**config.mk**
```make
export PLATFORM = sky130hd
export DESIGN_NAME = port_direction_data_regs
export DESIGN_NICKNAME = d
export VERILOG_FILES = /design/src/gpio_port_pkg.sv /design/src/pin_sync.sv /design/src/port_direction_data_regs.sv
export VERILOG_INCLUDE_DIRS = /design/src
export SDC_FILE = /design/constraint.sdc
export NUM_CORES = 1
export LEC_CHECK = 0
export BUFFER_PORTS_ARGS = -buffer_cell sky130_fd_sc_hd__buf_2
export CAP_MARGIN = 20
export CORE_MARGIN = 1.5
export CORE_UTILIZATION = 40
export CTS_CLUSTER_DIAMETER = 80
export DETAILED_ROUTE_END_ITERATION = 10
export PLACE_DENSITY = 0.73
export SYNTH_ARGS = -nofsm -noshare
export SYNTH_HDL_FRONTEND = slang
export SYNTH_HIERARCHICAL = 1
export SYNTH_SLANG_ARGS = --single-unit
```
**constraint.sdc**
```tcl
create_clock -name mclk -period 2.8 [get_ports mclk]
set_clock_uncertainty 0.05 [all_clocks]
set_input_delay 0.42 -clock mclk [delete_from_list [all_inputs] [get_ports mclk]]
set_output_delay 0.42 -clock mclk [all_outputs]
set_load 0.03 [all_outputs]
```
**src/gpio_port_cfg.svh**
```systemverilog
// offsets, field positions, reset values and timing for the gpio port block
`ifndef GPIO_PORT_CFG_SVH
`define GPIO_PORT_CFG_SVH

// ****************************************
// register byte addresses
// ****************************************
`define GP_ADDR_W          8
`define GP_OFS_DIRECTION   8'h00
`define GP_OFS_LATCH       8'h04
`define GP_OFS_INPUT       8'h08
`define GP_OFS_ALT_LATCH   8'h0c
`define GP_OFS_CONTROL     8'h10

// ****************************************
// fields and reset values
// ****************************************
`define GP_MODE_BIT        0
`define GP_RST_DIRECTION   8'h00
`define GP_RST_LATCH       8'h00
`define GP_RST_ALT_LATCH   8'h00
`define GP_RST_MODE        1'b0

// ****************************************
// bus answers and timing
// ****************************************
`define GP_RESP_OKAY       2'h0
`define GP_RESP_DECERR     2'h3
`define GP_SYNC_STAGES     2

`endif

```
**src/gpio_port_pkg.sv**
```systemverilog
// types shared by the gpio port block
package gpio_port_pkg;

  typedef logic [7:0] port_t;

  typedef enum logic [2:0] {
    SEL_DIRECTION,
    SEL_LATCH,
    SEL_INPUT,
    SEL_ALT_LATCH,
    SEL_CONTROL,
    SEL_NONE
  } reg_sel_e;

endpackage

```
**src/pin_sync.sv**
```systemverilog
// two-stage synchroniser for the eight port pins
`timescale 1ns/1ps
module pin_sync
(
  input  wire logic       mclk,
  input  wire logic [7:0] pinIn,
  output logic      [7:0] pinSync
);

  logic [7:0] stageOne;

  // first stage feeds only the second; no reset so no pin value is forced
  always_ff @(posedge mclk)
  begin
    stageOne <= pinIn;
    pinSync  <= stageOne;
  end

endmodule // pin_sync

```
**src/port_direction_data_regs.sv**
```systemverilog
// direction and data registers of one gpio port behind an axi4-lite slave
// ****************************************
// Notes on behaviour
// - a direction bit at 1 makes its pin an output, at 0 an input.
// - mode 0 hides the direction register as zero, mode 1 reads it back.
// - the data latch resets to zero, marked bits take the pin level.
// - the data latch holds the value driven on each output pin.
// - a mode 0 latch read gives latch bits for outputs, pins for inputs.
// - with mode 1 a latch read returns the latch for every bit.
// - unimplemented upper bits are reserved: not stored and read as zero.
// - the input level register reads the pins only in mode 1, else zero.
// - the input level register is read-only and ignores writes.
// - a port without a data latch drives pins from the alternate latch.
// ****************************************
//
// Chosen here: the placing of the registers and the AXI4-Lite slave port.
`timescale 1ns/1ps
`include "gpio_port_cfg.svh"
module port_direction_data_regs
#(
  parameter logic [7:0] implMask     = 8'hff,
  parameter logic [7:0] pinResetMask = 8'h00,
  parameter bit         hasDataReg   = 1'b1
)
(
  input  wire logic        mclk,
  input  wire logic        rst,
  input  wire logic [7:0]  awaddr,
  input  wire logic        awvalid,
  output logic             awready,
  input  wire logic [31:0] wdata,
  input  wire logic [3:0]  wstrb,
  input  wire logic        wvalid,
  output logic             wready,
  output logic [1:0]       bresp,
  output logic             bvalid,
  input  wire logic        bready,
  input  wire logic [7:0]  araddr,
  input  wire logic        arvalid,
  output logic             arready,
  output logic [31:0]      rdata,
  output logic [1:0]       rresp,
  output logic             rvalid,
  input  wire logic        rready,
  input  wire logic [7:0]  pinIn,
  output logic [7:0]       pinOut,
  output logic [7:0]       pinOe
);

  // ****************************************
  // state
  // ****************************************
  gpio_port_pkg::port_t pinDirection;
  gpio_port_pkg::port_t outputLatch;
  gpio_port_pkg::port_t altOutputLatch;
  logic                 portsMode;
  gpio_port_pkg::port_t pinSync;
  logic [7:0]           awAddrHeld;
  logic [7:0]           wDataHeld;
  logic                 wLaneHeld;
  logic                 awHeld;
  logic                 wHeld;

  pin_sync u_sync
  (
    .mclk    (mclk),
    .pinIn   (pinIn),
    .pinSync (pinSync)
  );

  // ****************************************
  // decode
  // ****************************************
  gpio_port_pkg::reg_sel_e wSel;
  gpio_port_pkg::reg_sel_e rSel;
  wire [7:0] wAddr = {awAddrHeld[7:2], 2'b00};
  wire [7:0] rAddr = {araddr[7:2], 2'b00};

  always_comb
  begin
    if (wAddr == `GP_OFS_DIRECTION) wSel = gpio_port_pkg::SEL_DIRECTION;
    else if (wAddr == `GP_OFS_LATCH) wSel = gpio_port_pkg::SEL_LATCH;
    else if (wAddr == `GP_OFS_INPUT) wSel = gpio_port_pkg::SEL_INPUT;
    else if (wAddr == `GP_OFS_ALT_LATCH) wSel = gpio_port_pkg::SEL_ALT_LATCH;
    else if (wAddr == `GP_OFS_CONTROL) wSel = gpio_port_pkg::SEL_CONTROL;
    else wSel = gpio_port_pkg::SEL_NONE;
  end

  always_comb
  begin
    if (rAddr == `GP_OFS_DIRECTION) rSel = gpio_port_pkg::SEL_DIRECTION;
    else if (rAddr == `GP_OFS_LATCH) rSel = gpio_port_pkg::SEL_LATCH;
    else if (rAddr == `GP_OFS_INPUT) rSel = gpio_port_pkg::SEL_INPUT;
    else if (rAddr == `GP_OFS_ALT_LATCH) rSel = gpio_port_pkg::SEL_ALT_LATCH;
    else if (rAddr == `GP_OFS_CONTROL) rSel = gpio_port_pkg::SEL_CONTROL;
    else rSel = gpio_port_pkg::SEL_NONE;
  end

  wire doWrite = awHeld && wHeld && !bvalid;
  wire wrOk    = doWrite && wLaneHeld;
  wire [7:0] wrVal = wDataHeld & implMask;
  wire wrDir   = wrOk && (wSel == gpio_port_pkg::SEL_DIRECTION);
  wire wrLatch = wrOk && (wSel == gpio_port_pkg::SEL_LATCH);
  wire wrAlt   = wrOk && (wSel == gpio_port_pkg::SEL_ALT_LATCH);
  wire wrCtl   = wrOk && (wSel == gpio_port_pkg::SEL_CONTROL);
  wire rdTake  = arvalid && arready;

  // ****************************************
  // read mux
  // ****************************************
  // mode 0 mixes latch and live pin per direction bit
  wire [7:0] mixedView = (outputLatch & pinDirection)
                       | (pinSync & ~pinDirection);
  wire [7:0] latchView = portsMode ? outputLatch : mixedView;
  // write-only in mode 0: bit set/clear sequences see zero here
  wire [7:0] dirView   = portsMode ? pinDirection : 8'h00;
  wire [7:0] inView    = portsMode ? pinSync : 8'h00;
  logic [7:0] rdByte;

  always_comb
  begin
    if (rSel == gpio_port_pkg::SEL_DIRECTION) rdByte = dirView;
    else if (rSel == gpio_port_pkg::SEL_LATCH) rdByte = latchView;
    else if (rSel == gpio_port_pkg::SEL_INPUT) rdByte = inView;
    else if (rSel == gpio_port_pkg::SEL_ALT_LATCH) rdByte = altOutputLatch;
    else if (rSel == gpio_port_pkg::SEL_CONTROL) rdByte = {7'h00, portsMode};
    else rdByte = 8'h00;
  end

  wire [7:0] rdMasked = (rSel == gpio_port_pkg::SEL_CONTROL) ? rdByte
                      : (rdByte & implMask);
  wire [7:0] driveSrc = hasDataReg ? outputLatch : altOutputLatch;

  // ****************************************
  // port registers
  // ****************************************
  always_ff @(posedge mclk)
  begin
    if (rst)
    begin
      pinDirection   <= `GP_RST_DIRECTION;
      // sync reset: marked bits follow the pin level at reset
      outputLatch    <= `GP_RST_LATCH | (pinSync & pinResetMask);
      altOutputLatch <= `GP_RST_ALT_LATCH;
      portsMode      <= `GP_RST_MODE;
    end
    else
    begin
      if (wrDir) pinDirection <= wrVal;
      if (wrLatch) outputLatch <= wrVal;
      if (wrAlt) altOutputLatch <= wrVal;
      if (wrCtl) portsMode <= wDataHeld[`GP_MODE_BIT];
    end
  end

  // one cycle from register to pin, so outputs come straight from flops
  always_ff @(posedge mclk)
  begin
    if (rst)
    begin
      pinOe  <= 8'h00;
      pinOut <= 8'h00;
    end
    else
    begin
      pinOe  <= pinDirection;
      pinOut <= driveSrc;
    end
  end

  // ****************************************
  // axi4-lite write channel
  // ****************************************
  always_ff @(posedge mclk)
  begin
    if (rst)
    begin
      awready    <= 1'b1;
      wready     <= 1'b1;
      awHeld     <= 1'b0;
      wHeld      <= 1'b0;
      awAddrHeld <= 8'h00;
      wDataHeld  <= 8'h00;
      wLaneHeld  <= 1'b0;
      bvalid     <= 1'b0;
      bresp      <= `GP_RESP_OKAY;
    end
    else
    begin
      if (awvalid && awready)
      begin
        awAddrHeld <= awaddr;
        awHeld     <= 1'b1;
        awready    <= 1'b0;
      end
      if (wvalid && wready)
      begin
        wDataHeld <= wdata[7:0];
        wLaneHeld <= wstrb[0];
        wHeld     <= 1'b1;
        wready    <= 1'b0;
      end
      // input level writes are accepted and dropped
      if (doWrite)
      begin
        bvalid <= 1'b1;
        bresp  <= (wSel == gpio_port_pkg::SEL_NONE) ? `GP_RESP_DECERR
                : `GP_RESP_OKAY;
      end
      if (bvalid && bready)
      begin
        bvalid  <= 1'b0;
        awHeld  <= 1'b0;
        wHeld   <= 1'b0;
        awready <= 1'b1;
        wready  <= 1'b1;
      end
    end
  end

  // ****************************************
  // axi4-lite read channel
  // ****************************************
  always_ff @(posedge mclk)
  begin
    if (rst)
    begin
      arready <= 1'b1;
      rvalid  <= 1'b0;
      rdata   <= 32'h0000_0000;
      rresp   <= `GP_RESP_OKAY;
    end
    else if (rdTake)
    begin
      arready <= 1'b0;
      rvalid  <= 1'b1;
      rdata   <= {24'h00_0000, rdMasked};
      rresp   <= (rSel == gpio_port_pkg::SEL_NONE) ? `GP_RESP_DECERR
               : `GP_RESP_OKAY;
    end
    else if (rvalid && rready)
    begin
      rvalid  <= 1'b0;
      arready <= 1'b1;
    end
  end

  wire rdDir = rdTake && (rSel == gpio_port_pkg::SEL_DIRECTION);
  wire rdDr  = rdTake && (rSel == gpio_port_pkg::SEL_LATCH);
  wire rdPin = rdTake && (rSel == gpio_port_pkg::SEL_INPUT);
endmodule // port_direction_data_regs

```
==> summary.txt, run 1 <==
Synthesis
  – Number of synthesized register bits: 89
  – Number of synthesized flops with an enable pin: 0
  – Synth unique cells: 38
  – Top cells by area, synth: dfxtp_1 (52%), mux2i_1 (7.3%), buf_4 (6.1%)
  – Sequential fraction of the synthesis area: 51.9%
  – Ys async rst share: 0%
  – Avg Inst Size Synth: 9.43 um^2
  – Synth warn: 6
  – Mapped Area: 3430 um^2
  – Area leader, netlist: dfxtp_1
  – Synth top area share: 51.9%
  – Post-synth top flop: dfxtp_1
  – Mapped Cells: 364

Routing
  – Routed WL: approximately 7200 um
  – Vias: between 2000 and 3000
  – Vias per cell: about 4.9
  – WL per Instance: between 10 and 15 um
  – 1st-iter DRT viols: 131
  – DRT Pass-1 Iters: 4
  – Routed Antenna Nets: 0
  – Drt drc: 0

Finish
  – Commonest non-fill, non-tap cell in the layout: dfxtp_1
  – N_diodes: 0
  – Finished Layout Cells: 532
  – Final net count: 489
  – Commonest cells after routing, fill and taps aside: dfxtp_1 (89), buf_2 (68), nor2_1 (51), nand2_1 (35), mux2i_1 (25)
  – Area grow syn2layout: 13.0%
  – Final Cell Area: 3880 um^2
  – Fillers: 805
  – Layout cell share with drive strength beyond 1: 20.8%

Global routing
  – First-pass GRT wire length: 11300 um
  – Largest net degree at the start of global routing: 52
  – Initial antenna violation count: 0
  – Congestion Overflow GR: 0
  – All-Layer GR Usage: 16.6%
  – Vias in the first global route: 2458

Setup path
  – Required time of the worst setup path: 3.01 ns
  – Worst-path cell chain: o21a_1 > a211oi_1 > or4_1 > a311oi_1
  – Crit start category: flop
  – End point of the critical path: rdata[5]$_SDFFE_PP0P_
  – Top Family by Delay on Critical Path: flip-flops
  – Critical setup path kind: flop to flop
  – CP max FO: 23
  – WP buf/inv: 0
  – Data arrival time of the worst path: 2.26 ns
  – Max stage delay on crit path: 0.86 ns
  – R2R Setup Slk: 0.76 ns
  – Worst setup path startpoint: portsMode$_SDFFE_PP0P_
  – Slowest CP cell: dfxtp_1
  – R2r startpoint: portsMode$_SDFFE_PP0P_
  – FF-to-FF End: rdata[5]$_SDFFE_PP0P_
  – Worst setup EP type: flop
  – FF-to-FF path depth: 4
  – WP depth: 4

Power and ir drop
  – Pwr dens: 614 nW/um^2
  – Peak VDD IR: 270 uV
  – Leak: 0.00179 uW
  – PnR Total Power: approximately 2400 uW

CTS
  – Post-CTS Resized: 0
  – Clock tree buffer depth: 2
  – CTS Sinks: 89
  – Cts hold-fix bufs: 0
  – Latest clock arrival within the worst-skew pair: 0.36 ns
  – Setup Fix Bufs, Post-CTS: 0
  – Root Buffer: clkbuf_8
  – H-tree depth: 3
  – CTS tree: built
  – Clock-pin slew on the worst setup and hold paths: 0.09 ns
  – Num CTS Buffers: 9

Job
  – Max-cap violations: 0

Place
  – Dpl hpwl: 4990 um
  – PortBufs: 68
  – Setup WS pre-CTS: between 0.5 and 0.6 ns
  – Placed Cells incl. Taps: 516
  – Placed cell areas: ~3700 um^2
  – Global placement routability congestion: 0.797

Timing
  – Setup TNS: 0 ns
  – Fmax achieved: 490 MHz
  – RSZ-0062 raised after global routing: false
  – Post-layout min period: 2.04 ns
  – Fin crit share: 72.9%
  – Endpoints failing hold: 0
  – Tightest Pin Transition: 0.821 ns
  – Final setup margin: 0.759 ns
  – Pins Over Slew Limit: 0
  – Max_slew headroom: between 40 and 50%
  – # setup viols final: 0

Floorplanning
  – # IOs: 124
  – Core box area: between 8000 and 9000 um^2
  – Die area: 9150 um^2
  – Die width: roughly 96 um
  – Initial cell density of the core: 41.6%
  – Die Height: approximately 96 um
  – Row count: 33

Outcome
  – Status: complete, no violations

Worst hold path
  – Worst min-delay path category: input port to flop
cell families (layout without fill, tap and decap cells):
family          after synthesis  count (layout)  synth area share [%]
other cells                   1              24                 0.109
mux                          26              26                  7.62
simple gates                137             137                  19.1
flops                        89              89                  51.9
buf+inv                      48              88                  9.26
compound gates               63              63                  12.0
per-layer routing:
layer  part of all wire (%)  routed length, um  up-vias  global-route usage, %
met5                      0                  0        -                      0
met4                    2.9                209        0                   10.4
met3                    6.6                470       14                   4.31
met2                     49               3500       88                   27.8
met1                     42               2970     1192                   18.6
li1                       -                  -     1315                      -
cell usage after synthesis (3+ instances only):
cell type   n
a211oi_1    7
a21oi_1    21
a311oi_1    8
a31oi_1     8
and2_1      4
buf_4      28
buf_6       4
clkbuf_1   11
dfxtp_1    89
mux2i_1    25
nand2_1    35
nand2b_1    3
nand3_1     7
nor2_1     51
nor2b_1    19
o21a_1      7
o21ai_0     5
or4_1       6
sequential cells by signal, indices dropped and copies added, names as in the netlist:
register         count
u_sync/stageOne      8
arready              1
pinDirection         8
wDataHeld            8
portsMode            1
rresp                1
rdata                8
wHeld                1
awAddrHeld           6
bvalid               1
bresp                1
pinOe                8
awready              1
driveSrc             8
pinOut               8
awHeld               1
wLaneHeld            1
rvalid               1
altOutputLatch       8
u_sync/pinSync       8
wready               1
how the worst min path moves through the flow:
stage,start,to,slack [ns],depth (start not counted)
final,pinIn[3],u_sync/stageOne[3]$_DFF_P_,0.10,1
after global routing,pinIn[3],u_sync/stageOne[3]$_DFF_P_,0.08,1
after CTS,pinIn[3],u_sync/stageOne[3]$_DFF_P_,0.09,1
after detailed placement,u_sync/stageOne[2]$_DFF_P_,u_sync/pinSync[2]$_DFF_P_,0.26,0
after global placement,u_sync/stageOne[1]$_DFF_P_,u_sync/pinSync[1]$_DFF_P_,0.26,0
after floorplan,u_sync/stageOne[0]$_DFF_P_,u_sync/pinSync[0]$_DFF_P_,0.26,0
area by class of cell:
class | count | area (um^2) | share of cell area (%)
repair buffers | 70 | 355 | 9.16
flip-flops and latches | 89 | 1780 | 45.9
inverters | 2 | 7.51 | 0.193
clock buffers | 9 | 124 | 3.19
multi-input cells | 250 | 1420 | 36.6
clock inverters | 7 | 61.3 | 1.58
well taps | 105 | 131 | 3.38
worst register-to-register path, stage by stage (launching register included):
cell,delay [ns]
dfxtp_1,0.86
o21a_1,0.19
a211oi_1,0.05
or4_1,0.51
a311oi_1,0.29
stage by stage:
| stage | util (%) | hold WS [ns] |
|---|---|---|
| after detailed placement | 44.8 | 0.264 |
| after global routing | 47.0 | 0.0774 |
| after CTS | 47.0 | 0.0876 |
| final | 47.0 | 0.105 |
| after floorplan | - | 0.260 |
| after global placement | 44.8 | 0.263 |
power breakdown:
group | internal [uW] | switching (uW) | total, uW
clock | 339 | 485 | 824
sequential | 1310 | 32.3 | 1340
combinational | 64.1 | 156 | 220
(Power assumes the default switching activity.)
==> run 2: changes to the inputs <==
--- a/config.mk
+++ b/config.mk
@@ -12,7 +12,7 @@
 export CORE_UTILIZATION = 40
 export CTS_CLUSTER_DIAMETER = 80
 export DETAILED_ROUTE_END_ITERATION = 10
-export PLACE_DENSITY = 0.73
+export PLACE_DENSITY = 0.75
 export SYNTH_ARGS = -nofsm -noshare
 export SYNTH_HDL_FRONTEND = slang
 export SYNTH_HIERARCHICAL = 1
==> constraint.sdc (replaced) <==
create_clock -name mclk -period 1.8 [get_ports mclk]
set_clock_uncertainty 0.05 [all_clocks]
set_input_delay 0.27 -clock mclk [delete_from_list [all_inputs] [get_ports mclk]]
set_output_delay 0.27 -clock mclk [all_outputs]
set_load 0.03 [all_outputs]
==> run 2 against run 1 <==
Clock power increased by 69%. Count of clock-buffer cells in the layout is 1 higher. Register-to-register slack worse by 0.54 ns. Combinational power rose by 65%. Via count is 2.1% higher. Flip-flop and latch count unchanged. Design area is 4.9% higher. Critical path type is now input port to flop. Largest power group unchanged. Highest routed layer unchanged.
==> summary.txt, run 2 (same netlist as run 1, synthesis figures left out) <==
CTS
  – Clock tree buffer depth: 2
  – CTS Sinks: 89
  – Num CTS Buffers: 9
  – Root Buffer: clkbuf_8
  – H-tree depth: 3
  – Latest clock arrival within the worst-skew pair: 0.35 ns
  – Clock-pin slew on the worst setup and hold paths: 0.09 ns
  – CTS tree: built

Setup path
  – Data arrival time of the worst path: 1.83 ns
  – CP max FO: 7
  – Crit start category: input port
  – Required time of the worst setup path: 2.01 ns
  – FF-to-FF path depth: 5
  – Worst setup EP type: flop
  – Critical setup path kind: input port to flop

Place
  – Dpl hpwl: 5030 um
  – PortBufs: 68
  – Setup WS pre-CTS: -0.194 ns
  – Global placement routability congestion: 0.837
  – Placed cell areas: 3790 um^2

Finish
  – Final Cell Area: ~4000 um^2
  – Commonest cells after routing, fill and taps aside: dfxtp_1 (89), buf_2 (68), nor2_1 (51), nand2_1 (35), mux2i_1 (25)
  – Fillers: 804
  – Layout cell share with drive strength beyond 1: 22.1%
  – Storage cell area: 1780 um^2
  – Area of the multi-input gates: 1430 um^2
  – Area grow syn2layout: 18.6%
  – N_diodes: 0
  – Final net count: slightly above 500
  – Commonest non-fill, non-tap cell in the layout: dfxtp_1

Floorplanning
  – Die Height: approximately 96 um
  – Initial cell density of the core: 41.6%
  – Die area: just over 9000 um^2
  – Core box area: 8260 um^2
  – Die width: ~96 um
  – Row count: 33
  – # IOs: 124

Global routing
  – Largest net degree at the start of global routing: 57
  – All-Layer GR Usage: 16.4%
  – Vias in the first global route: 2508
  – Initial antenna violation count: 0
  – First-pass GRT wire length: 11400 um
  – Congestion Overflow GR: 0

Routing
  – Routed Antenna Nets: 0
  – 1st-iter DRT viols: 121
  – WL per Instance: 12.8 um
  – DRT Pass-1 Iters: 4
  – Vias: 2665
  – Routed WL: ~7000 um
  – Drt drc: 0
  – Vias per cell: 4.86

Timing
  – Endpoints failing hold: 0
  – # setup viols final: 0
  – Max_slew headroom: 58.7%
  – Final setup margin: 0.187 ns
  – Tightest Pin Transition: 0.620 ns
  – Fin crit share: 89.6%
  – RSZ-0062 raised after global routing: false
  – Fmax achieved: 620 MHz
  – Post-layout min period: 1.61 ns
  – Setup TNS: 0 ns
  – Pins Over Slew Limit: 0

Outcome
  – Status: complete, no violations

Power and ir drop
  – Pwr dens: ~940 nW/um^2
  – Leak: 0.00188 uW
  – Peak VDD IR: 476 uV

Worst hold path
  – Worst Hold Depth: 2
  – Worst min-delay path category: input port to flop

Job
  – Max-cap violations: 0
-- run 2: cell count changes in the layout (fill, tap and decap cells not counted), moves of 2 or more --
| cell | change |
|---|---|
| buf_4 | +6 |
| dlygate4sd3_1 | +8 |
| buf_12 | +2 |
| inv_6 | -2 |
-- run 2: repair_timing --
| action | in CTS | in global routing |
|---|---|---|
| endpoints found under the hold margin | 8 | 0 |
| setup buffers | 0 | 0 |
| hold buffers | 8 | 0 |
| gates resized for setup | 0 | 0 |
-- run 2: cell type report --
cell class                      instances  share of cell area (%)
Inverter                                2                   0.184
Multi-Input combinational cell        250                    35.0
Sequential cell                        89                    43.8
Clock buffer                           10                    3.38
Tap cell                              105                    3.23
Clock inverter                          6                    1.63
Timing Repair Buffer                   86                    12.8
-- run 2: path summary, 6_finish.rpt --
check	start	to	slack [ns]
worst max-delay path	araddr[5]	rdata[1]$_SDFFE_PP0P_	0.19
worst min register to register	u_sync/stageOne[1]$_DFF_P_	u_sync/pinSync[1]$_DFF_P_	0.28
worst min-delay path	wvalid	wready$_SDFFE_PP1P_	0.07
worst max register to register	portsMode$_SDFFE_PP0P_	rdata[2]$_SDFFE_PP0P_	0.22
-- run 2: per-stage QoR --
stage | util (%) | cells | total power [uW] | hold WS [ns]
floorplan | - | 387 | 2420 | 0.248
global placement | 45.9 | 524 | 2470 | 0.262
detailed placement | 45.9 | 524 | 2480 | 0.262
CTS | 49.3 | 548 | 3870 | 0.0593
global route | 49.3 | 548 | 4010 | 0.0769
finish | 49.3 | 548 | 3830 | 0.0731
-- run 2: per-layer routing --
metal	up-vias	share of wire, %	track usage, %
li1	1351	-	-
met1	1229	43	19.4
met2	77	51	28.5
met3	8	4.6	3.91
met4	0	0.91	6.25
met5	-	0	0
-- run 2: where the power goes --
part | internal, uW | total (uW) | switching, uW | leakage [uW]
clock | 682 | 1390 | 710 | 0.0000949
sequential | 2030 | 2080 | 47.2 | 0.000728
combinational | 120 | 364 | 244 | 0.00105
total | 2830 | 3830 | 1000 | 0.00188
-- run 2: critical path, cell delays in order --
cell and delay (ns):
buf_2 0.10, or3_4 0.38, or3_4 0.44, or4_1 0.41
a311oi_1 0.23
